<file path="config.mk">
export PLATFORM = sky130hd
export DESIGN_NAME = rlbmc_core
export DESIGN_NICKNAME = d
export VERILOG_FILES = /design/src/core/rlbmc_pkg.sv /design/src/core/rlbmc_core.sv
export SDC_FILE = /design/constraint.sdc
export NUM_CORES = 1
export LEC_CHECK = 0
export ABC_AREA = 1
export BUFFER_PORTS_ARGS = -buffer_cell sky130_fd_sc_hd__buf_2
export CORE_ASPECT_RATIO = 1.25
export CORE_MARGIN = 1
export CORE_UTILIZATION = 39
export CTS_CLUSTER_SIZE = 10
export DETAILED_ROUTE_END_ITERATION = 12
export PLACE_DENSITY = 0.74
export SLEW_MARGIN = 10
export SYNTH_ARGS = -nofsm -noshare
export SYNTH_HDL_FRONTEND = slang
export SYNTH_SLANG_ARGS = --single-unit
</file>
<file path="constraint.sdc">
create_clock -name clk -period 1.05 [get_ports clk]
set_input_delay 0.0525 -clock clk [delete_from_list [all_inputs] [get_ports clk]]
set_output_delay 0.0525 -clock clk [all_outputs]
set_load 0.01 [all_outputs]
</file>
<file path="src/core/rlbmc_pkg.sv">
// Package of constants and types for the remote/local bus message control.
package rlbmc_pkg;
  localparam int STB_W       = 8;
  localparam int STB_RQS_BIT = 6;
  localparam int STB_MAV_BIT = 4;
  localparam int PIN_SYNC_W  = 3;
  localparam logic FULL_SETTLE_RST = 1'b1;
  localparam logic REPEAT_RST      = 1'b1;

  typedef enum logic [1:0] {
    RLBMC_LOCAL  = 2'b00,
    RLBMC_REMOTE = 2'b01,
    RLBMC_LOCKED = 2'b10
  } rlbmc_mode_t;
endpackage

</file>
<file path="src/core/rlbmc_core.sv">
// Remote/local state, interface message handling and status byte return.
`timescale 1ns/1ps
module rlbmc_core
  import rlbmc_pkg::*;
(
  // Clock and reset
  input  wire logic             clk,
  input  wire logic             arst_n,
  // Bus lines from the pins
  input  wire logic             ren_pin,
  input  wire logic             ifc_pin,
  // Decoded interface messages, one-cycle pulses
  input  wire logic             my_listen_addr,
  input  wire logic             my_talk_addr,
  input  wire logic             unlisten,
  input  wire logic             untalk,
  input  wire logic             msg_gtl,
  input  wire logic             msg_llo,
  input  wire logic             msg_dcl,
  input  wire logic             msg_sdc,
  input  wire logic             msg_get,
  input  wire logic             msg_trg_cmd,
  input  wire logic             msg_tct,
  input  wire logic             msg_spe,
  input  wire logic             msg_spd,
  input  wire logic             msg_ppoll,
  input  wire logic             data_in_valid,
  // Front panel and trigger setting
  input  wire logic             key_local,
  input  wire logic             key_other,
  input  wire logic             key_analog,
  input  wire logic             set_trig_valid,
  input  wire logic             set_full_settle,
  input  wire logic             set_repeat,
  // Status
  input  wire logic [STB_W-1:0] status_cond,
  input  wire logic [STB_W-1:0] srq_enable,
  input  wire logic             out_queue_avail,
  // Outputs
  output logic                  remote_ind,
  output logic                  listen_ind,
  output logic                  talk_ind,
  output logic                  lockout_active,
  output logic                  srq_out,
  output logic [STB_W-1:0]      status_byte,
  output logic                  status_byte_valid,
  output logic                  ppoll_resp,
  output logic                  clear_pulse,
  output logic                  trigger_pulse,
  output logic                  invalidate_pulse,
  output logic                  restart_pulse,
  output logic                  controller_active,
  output logic                  data_accept,
  output logic                  talk_enable,
  output logic                  full_settle_trigger,
  output logic                  repeat_retrigger_mode,
  output logic                  single_retrigger_mode,
  output logic                  key_enable,
  output logic                  analog_enable
);

  // Pin synchronisers; the first stage feeds only the second.
  logic [PIN_SYNC_W-1:0] ren_sync_reg, ren_sync_next;
  logic [PIN_SYNC_W-1:0] ifc_sync_reg, ifc_sync_next;
  logic                  ren_reg, ren_next;
  logic                  ifc_reg, ifc_next;

  rlbmc_mode_t mode_reg, mode_next;
  logic        lockout_reg, lockout_next;
  logic        listen_reg, listen_next;
  logic        talk_reg, talk_next;
  logic        spoll_reg, spoll_next;
  logic        ctrl_reg, ctrl_next;
  logic        srq_reg, srq_next;
  logic        rem_full_reg, rem_full_next;
  logic        rem_rep_reg, rem_rep_next;
  logic        full_reg, full_next;
  logic        rep_reg, rep_next;
  logic        clr_reg, clr_next;
  logic        trg_reg, trg_next;
  logic        inv_reg, inv_next;
  logic        rst_reg, rst_next;
  logic [STB_W-1:0] stb_reg, stb_next;

  logic is_remote;
  logic go_local;
  logic go_remote;
  logic ren_fall;
  logic srq_cond;

  // Remote and listen-addressed: where SDC, GET and bus data count.
  function automatic logic remote_listener(input rlbmc_mode_t m,
                                           input logic        l);
    return (m != RLBMC_LOCAL) && l;
  endfunction

  assign is_remote = (mode_reg != RLBMC_LOCAL);
  // A change counts once the second and third stages agree.
  assign ren_fall  = ren_reg && !ren_sync_reg[1] && !ren_sync_reg[2];

  always_comb begin
    ren_sync_next = {ren_sync_reg[PIN_SYNC_W-2:0], ren_pin};
    ifc_sync_next = {ifc_sync_reg[PIN_SYNC_W-2:0], ifc_pin};
    ren_next = ren_reg;
    ifc_next = ifc_reg;
    if (ren_sync_reg[1] == ren_sync_reg[2]) begin
      ren_next = ren_sync_reg[2];
    end
    if (ifc_sync_reg[1] == ifc_sync_reg[2]) begin
      ifc_next = ifc_sync_reg[2];
    end
  end

  always_comb begin
    srq_cond  = |(status_cond & srq_enable);
    // Remote needs a fresh listen address with REN true; a listener sent
    // back to local by GTL or the local key stays local until readdressed.
    go_remote = !is_remote && ren_reg && !ren_fall
                && my_listen_addr;
    go_local  = is_remote && (ren_fall
                || (msg_gtl && listen_reg)
                || (key_local && mode_reg == RLBMC_REMOTE));
    mode_next     = mode_reg;
    lockout_next  = lockout_reg;
    listen_next   = listen_reg;
    talk_next     = talk_reg;
    spoll_next    = spoll_reg;
    ctrl_next     = ctrl_reg;
    rem_full_next = rem_full_reg;
    rem_rep_next  = rem_rep_reg;
    full_next     = full_reg;
    rep_next      = rep_reg;
    inv_next      = 1'b0;
    rst_next      = 1'b0;
    // Released the edge after the last enabled condition drops.
    srq_next      = srq_cond;
    // Device clear leaves settings alone but clears the MAV bit of the status byte.
    clr_next      = msg_dcl
                    || (msg_sdc
                    && remote_listener(mode_reg, listen_reg));
    trg_next      = remote_listener(mode_reg, listen_reg)
                    && (msg_get || msg_trg_cmd);
    // Addressing.
    if (my_listen_addr) begin
      listen_next = 1'b1;
    end else if (unlisten) begin
      listen_next = 1'b0;
    end
    if (my_talk_addr) begin
      talk_next = 1'b1;
    end else if (untalk) begin
      talk_next = 1'b0;
    end
    if (msg_tct && talk_reg) begin
      ctrl_next = 1'b1;
    end else if (my_talk_addr || my_listen_addr) begin
      ctrl_next = 1'b0;
    end
    if (msg_spe) begin
      spoll_next = 1'b1;
    end else if (msg_spd) begin
      spoll_next = 1'b0;
    end
    if (ifc_reg) begin
      listen_next = 1'b0;
      talk_next   = 1'b0;
      spoll_next  = 1'b0;
    end
    // Remote trigger setting is remembered for the next remote entry.
    if (set_trig_valid && is_remote) begin
      rem_full_next = set_full_settle;
      rem_rep_next  = set_repeat;
      full_next     = set_full_settle;
      rep_next      = set_repeat;
    end
    if (msg_llo) begin
      lockout_next = 1'b1;
    end
    if (go_local) begin
      mode_next = RLBMC_LOCAL;
      full_next = FULL_SETTLE_RST;
      rep_next  = REPEAT_RST;
    end else if (go_remote) begin
      mode_next = lockout_next ? RLBMC_LOCKED : RLBMC_REMOTE;
      full_next = rem_full_reg;
      rep_next  = rem_rep_reg;
      inv_next  = 1'b1;
      rst_next  = rem_rep_reg;
    end else if (is_remote && lockout_next) begin
      mode_next = RLBMC_LOCKED;
    end
    // Lockout survives GTL; only REN false clears it.
    // REN false beats an LLO in the same cycle, but an LLO sent with REN already false still sets lockout.
    if (ren_fall) begin
      lockout_next = 1'b0;
    end
    stb_next = status_cond;
    stb_next[STB_RQS_BIT] = srq_reg;
    if (clr_next) begin
      stb_next[STB_MAV_BIT] = 1'b0;
    end
  end

  // Pin synchronisers and their filtered levels.
  always_ff @(posedge clk or negedge arst_n) begin
    if (!arst_n) begin
      ren_sync_reg <= '0;
      ifc_sync_reg <= '0;
      ren_reg      <= 1'b0;
      ifc_reg      <= 1'b0;
    end else begin
      ren_sync_reg <= ren_sync_next;
      ifc_sync_reg <= ifc_sync_next;
      ren_reg      <= ren_next;
      ifc_reg      <= ifc_next;
    end
  end

  always_ff @(posedge clk or negedge arst_n) begin
    if (!arst_n) begin
      mode_reg     <= RLBMC_LOCAL;
      lockout_reg  <= 1'b0;
      listen_reg   <= 1'b0;
      talk_reg     <= 1'b0;
      spoll_reg    <= 1'b0;
      ctrl_reg     <= 1'b0;
      srq_reg      <= 1'b0;
      rem_full_reg <= FULL_SETTLE_RST;
      rem_rep_reg  <= REPEAT_RST;
      full_reg     <= FULL_SETTLE_RST;
      rep_reg      <= REPEAT_RST;
      clr_reg      <= 1'b0;
      trg_reg      <= 1'b0;
      inv_reg      <= 1'b0;
      rst_reg      <= 1'b0;
      stb_reg      <= 8'h00;
    end else begin
      mode_reg     <= mode_next;
      lockout_reg  <= lockout_next;
      listen_reg   <= listen_next;
      talk_reg     <= talk_next;
      spoll_reg    <= spoll_next;
      ctrl_reg     <= ctrl_next;
      srq_reg      <= srq_next;
      rem_full_reg <= rem_full_next;
      rem_rep_reg  <= rem_rep_next;
      full_reg     <= full_next;
      rep_reg      <= rep_next;
      clr_reg      <= clr_next;
      trg_reg      <= trg_next;
      inv_reg      <= inv_next;
      rst_reg      <= rst_next;
      stb_reg      <= stb_next;
    end
  end

  // The queue flag is ignored here; the queue owner sees clear_pulse.
  logic unused_mav;
  assign unused_mav = out_queue_avail;

  assign remote_ind        = is_remote;
  assign lockout_active    = lockout_reg;
  assign listen_ind        = listen_reg;
  assign talk_ind          = talk_reg;
  assign srq_out           = srq_reg;
  assign status_byte       = stb_reg;
  assign status_byte_valid = spoll_reg && talk_reg;
  assign ppoll_resp        = 1'b0 & msg_ppoll;
  assign clear_pulse       = clr_reg;
  assign trigger_pulse     = trg_reg;
  assign invalidate_pulse  = inv_reg;
  assign restart_pulse     = rst_reg;
  assign controller_active = ctrl_reg;
  // Data from the bus is only taken while remote and listening.
  assign data_accept = data_in_valid
                     && remote_listener(mode_reg, listen_reg);
  assign talk_enable = talk_reg && !spoll_reg;
  assign full_settle_trigger   = full_reg;
  assign repeat_retrigger_mode = rep_reg;
  assign single_retrigger_mode = !rep_reg;
  assign key_enable    = !is_remote && !(key_other && 1'b0);
  assign analog_enable = 1'b1 | key_analog;
endmodule

</file>
# Word-level counts from Yosys, hierarchy flattened
# Cells that the tools add are included.
[word_totals] reg_bits=32 word_cells=88
[op_classes] n_eq_ne=3 muxes=28 bitwise_logic=1 reduce_logical=36
[op_table] operator="$mux W1" count=24
[op_table] operator="$logic_and A1 B1 Y1" count=17
[op_table] operator="$reduce_bool A3 Y1" count=5
[op_table] operator="$and A8 B8 Y8" count=1
[op_table] operator="$mux W2" count=4
[op_table] operator="$reduce_or A8 Y1" count=1
[op_table] operator="$logic_not A1 Y1" count=6
[op_table] operator="$logic_or A1 B1 Y1" count=5
[op_table] operator="$reduce_bool A2 Y1" count=2
[op_table] operator="$eq A1 B1 Y1" count=2
[op_table] operator="$eq A2 B1 Y1 const B" count=1

# Longest topological paths before layout
[logic_depth] ltp_word=8 ltp_mapped=8 ltp_nobuf=8

# Worst setup path before layout
# Ideal clock, no wire load.
[synth_path] kind="register -> register" start="register mode_reg[1]" end="register rem_full_reg" arrival_time_ns=1.145 t_required_ns=0.968 setup_slack_ns=-0.178 stages_incl_launch_ff=5 period_less_slack_ns=1.228 path_cell_list="dfrtp_1 nor2_4 inv_2 nand2_4 mux2_2"
[synth_between] elab_chain_len=2
[synth_lines] element="start: declaration" line_no="rlbmc_core.sv:68" source="rlbmc_mode_t mode_reg, mode_next;"
[synth_lines] element="start signal: assignment" line_no="rlbmc_core.sv:238" source="mode_reg <= mode_next;"
[synth_lines] element="$reduce_bool A2 Y1" line_no="rlbmc_core.sv:97" source="assign is_remote = (mode_reg != RLBMC_LOCAL);"
[synth_lines] element="via remote_ind" line_no="rlbmc_core.sv:40" source="output logic remote_ind,"
[synth_lines] element="$logic_and A1 B1 Y1" line_no="rlbmc_core.sv:170" source="if (set_trig_valid && is_remote) begin"
[synth_lines] element="end signal: assignment" line_no="rlbmc_core.sv:245" source="rem_full_reg <= rem_full_next;"
[synth_lines] element="end: declaration" line_no="rlbmc_core.sv:75" source="logic rem_full_reg, rem_full_next;"
# The timed path passes the listed nets, and every way through them passes these cells.
# A chain may end at the register's enable or synchronous reset.

# Worst setup path in the final report
[layout_path] start="register mode_reg[0]" end="register full_reg, in the netlist full_settle_trigger"
[layout_between] elab_chain_len=7 elab_cells_between_ends=13 classes_between="1 x eq/ne; 2 x mux; 10 x reduce/logical"
[layout_lines] element="$reduce_bool A2 Y1" line_no="rlbmc_core.sv:97"
[layout_lines] element="$logic_not A1 Y1" line_no="rlbmc_core.sv:118" source="go_remote = !is_remote && ren_reg && !ren_fall"
[layout_lines] element="$logic_and A1 B1 Y1 (2 in series)" line_no="rlbmc_core.sv:118"
[layout_lines] element="$logic_and A1 B1 Y1" line_no="rlbmc_core.sv:119" source="&& my_listen_addr;"
[layout_lines] element="$mux W1" line_no="rlbmc_core.sv:183" source="end else if (go_remote) begin"
[layout_lines] element="$mux W1" line_no="rlbmc_core.sv:179" source="if (go_local) begin"
[layout_lines] element="end signal: assignment" line_no="rlbmc_core.sv:247" source="full_reg <= full_next;"
[layout_lines] element="end: declaration" line_no="rlbmc_core.sv:77" source="logic full_reg, full_next;"
# Several ways; a longest one is shown, not always the timed one.

==> impl_metrics.toml <==
[outcome]
status = "complete, but fails checks"
violations = "setup timing"

[worst_setup_path]
cp.arrival_ns = 1.64
startpoint = "mode_reg[0]"
critPathCapture = "full_settle_trigger"
crit_top_cell = "buf_4"
regToRegEndpoint = "full_settle_trigger"
slowest_stage = "dfrtp_1"
startpoint_type = "flop"
end_kind = "flop"
path_class = "reg2reg"
cp_max_fo = 4
r2r-start = "mode_reg[0]"
cp.required_ns = 1.32
r2r_setup_slack_ns = -0.33
crit_path_max_incr_delay_ns = 0.41
path_cells = "nor2_4, inv_4, buf_4, buf_6, nand2_4, buf_4, nand4_1, nand2_1"
rr_worst_depth = 8

[timing]
hold_viol_final = 0
fin_crit_sh = 1.31
rsz0062_at_grt = "true"
finalWorstSetupSlack_ns = -0.326
min_period_ns = 1.38
setup_violations = 17
tns_ns = -2.89
slew_violations = 0
hold_ws_ns = 0.0274
fmax_mhz = 727
fin_skew_ns = 0.00813

[final_layout]
largest_reg_flops = 8
multi_input_area_um2 = 444
fin_area_um2 = 2230
nFillCells = 208
mostFrequentLayoutCell = "buf_2"
stdcell_count = 276
seq_area_um2 = 806
antenna_cells = 0
layout_common_cells = "buf_2 (56), dlygate4sd3_1 (31), dfrtp_1 (28), nand2_1 (26), inv_1 (14)"
drive_gt1_frac = 0.446
nets = 281
final_util = 0.743
area_delta_synth_final_pct = 77.1

[global_route]
grt_pass1_wl_um = 5690
gr-usage-met1 = 0.238
use_met3 = 0.0926
top_usage_layer = "met2"
antenna_found_initial = 0
grt_pass1_vias = 1312
use_met2 = 0.410
grt_overflow_total = 0
grt_max_degree = 19
grt_util_all_layers = 0.235

[logic_synthesis]
synth-compound-area-share = 0.0368
yosysSeqAreaShare = 0.640
synth_adder_area_share = 0.0159
syn_nets = 166
yosys-top-cells-area = "dfrtp_1 (56%), nand2_1 (8.6%), dfstp_2 (8.3%)"
ys_seq_elements = 32
yosysWarnings = 0
synth_cells = 124
syn_area_per_cell_um2 = 10.2
synth_top_family_by_area = "simple AND/OR/NAND/NOR gates"
yosysTopAreaCell = "dfrtp_1"
synth_top_area_share = 0.557
syn_area_um2 = 1260
synth_xor_xnor_area_share = 0
ys_types = 20
synthMuxAreaShare = 0.0179
synth-simple-area-share = 0.218

[detailed_routing]
wl_per_cell_um = 13.3
drc = 0
routed_wl_um = 3680
final_antenna_net_count = 0
drtIter0Drc = 32
via_count = 1323
firstDrtPassIters = 4
avgViaCountPerCell = 4.79

[power]
power_leakage_nw = 1.19
ir_drop_v = 0.00125
power_mw = 4.00
p_per_area_nw_per_um2 = 1800

[run]
max-cap-violations = 0

[placement]
finalWeightedCongestion = 0.816
portBuffers = 62
post-place-ws_ns = -0.154
place_area_um2 = 1690
dp.final_hpwl_um = 2120
place_inst = 229

[worst_hold_path]
min_path_type = "in2reg"
min_from = "msg_spd"
min_path_cells = 4

[floorplanning]
die-width_um = 52.8
initial_core_util = 0.420
std_cell_rows = 22
dieHeight_um = 65.5
core_um2 = 3000
die-area_um2 = 3460
ios = 69

[clocking]
clk_pin_slew_worst_paths_ns = 0.09
clock_latency_ns = 0.33
cts_root_buffer = "clkbuf_4"
cts_tree = "built"
cts_buffer_depth = 2
cts_buffers = 5
cts_max_level = 2
cts.sinks = 32
-- Yosys cell counts --
| cell type | n |
|---|---|
| nand3_4 | 1 |
| mux2_2 | 2 |
| nand2_1 | 29 |
| inv_1 | 17 |
| nand2_4 | 1 |
| nand4_1 | 6 |
| maj3_1 | 2 |
| a31o_2 | 1 |
| nand3_1 | 5 |
| nor2_4 | 1 |
| a221oi_1 | 2 |
| inv_2 | 1 |
| nand2_2 | 1 |
| buf_4 | 2 |
| conb_1 | 2 |
| nor2_1 | 15 |
| dfstp_2 | 4 |
| a21oi_1 | 3 |
| o21ai_0 | 1 |
| dfrtp_1 | 28 |
-- per-layer routing --
metal	up-vias	wire length, um	share of wire
li1	620	-	-
met1	621	1330	0.36
met2	67	1930	0.52
met3	15	293	0.080
met4	0	131	0.036
met5	-	0	0
-- cells by family (layout without fill, tap and decap cells) --
kind of cell,after synthesis,after routing
other cells,2,2
simple gates,59,60
flops,32,32
buf+inv,20,135
compound gates,7,7
fa+ha+maj,2,2
mux,2,2
-- area by class of cell --
| class | count | share of cell area |
|---|---|---|
| Sequential cell | 32 | 0.361 |
| Timing Repair Buffer | 109 | 0.361 |
| Multi-Input combinational cell | 73 | 0.199 |
| Inverter | 18 | 0.0314 |
| Clock buffer | 8 | 0.0264 |
| Tap cell | 36 | 0.0202 |
-- critical path, delay by kind of cell (launching register included) --
| family | cells | cell delay [ns] |
|---|---|---|
| and+or+nand+nor | 4 | 0.46 |
| buffers and inverters | 4 | 0.44 |
| DFF | 1 | 0.41 |
-- how the worst min path moves through the flow --
stage / end
floorplan: clear_pulse
global placement: restart_pulse
detailed placement: restart_pulse
CTS: srq_out
global route: spoll_reg
finish: spoll_reg
-- timing repair --
action / 4_1_cts / 5_1_grt
resized for setup: 10 / 15
hold endpoints to repair: 51 / 0
endpoints found under the setup margin: 18 / 19
hold buffers: 31 / 0
cloned: 1 / 0
pin swaps: 3 / 7
setup buffers: 3 / 4
-- power breakdown --
part           switching (mW)  total (mW)  internal [mW]
combinational           0.780        1.69          0.910
sequential              0.125        1.59           1.46
clock                   0.394       0.724          0.330
total                    1.30        4.00           2.70
Note: power is estimated with default switching activity, not from simulation.
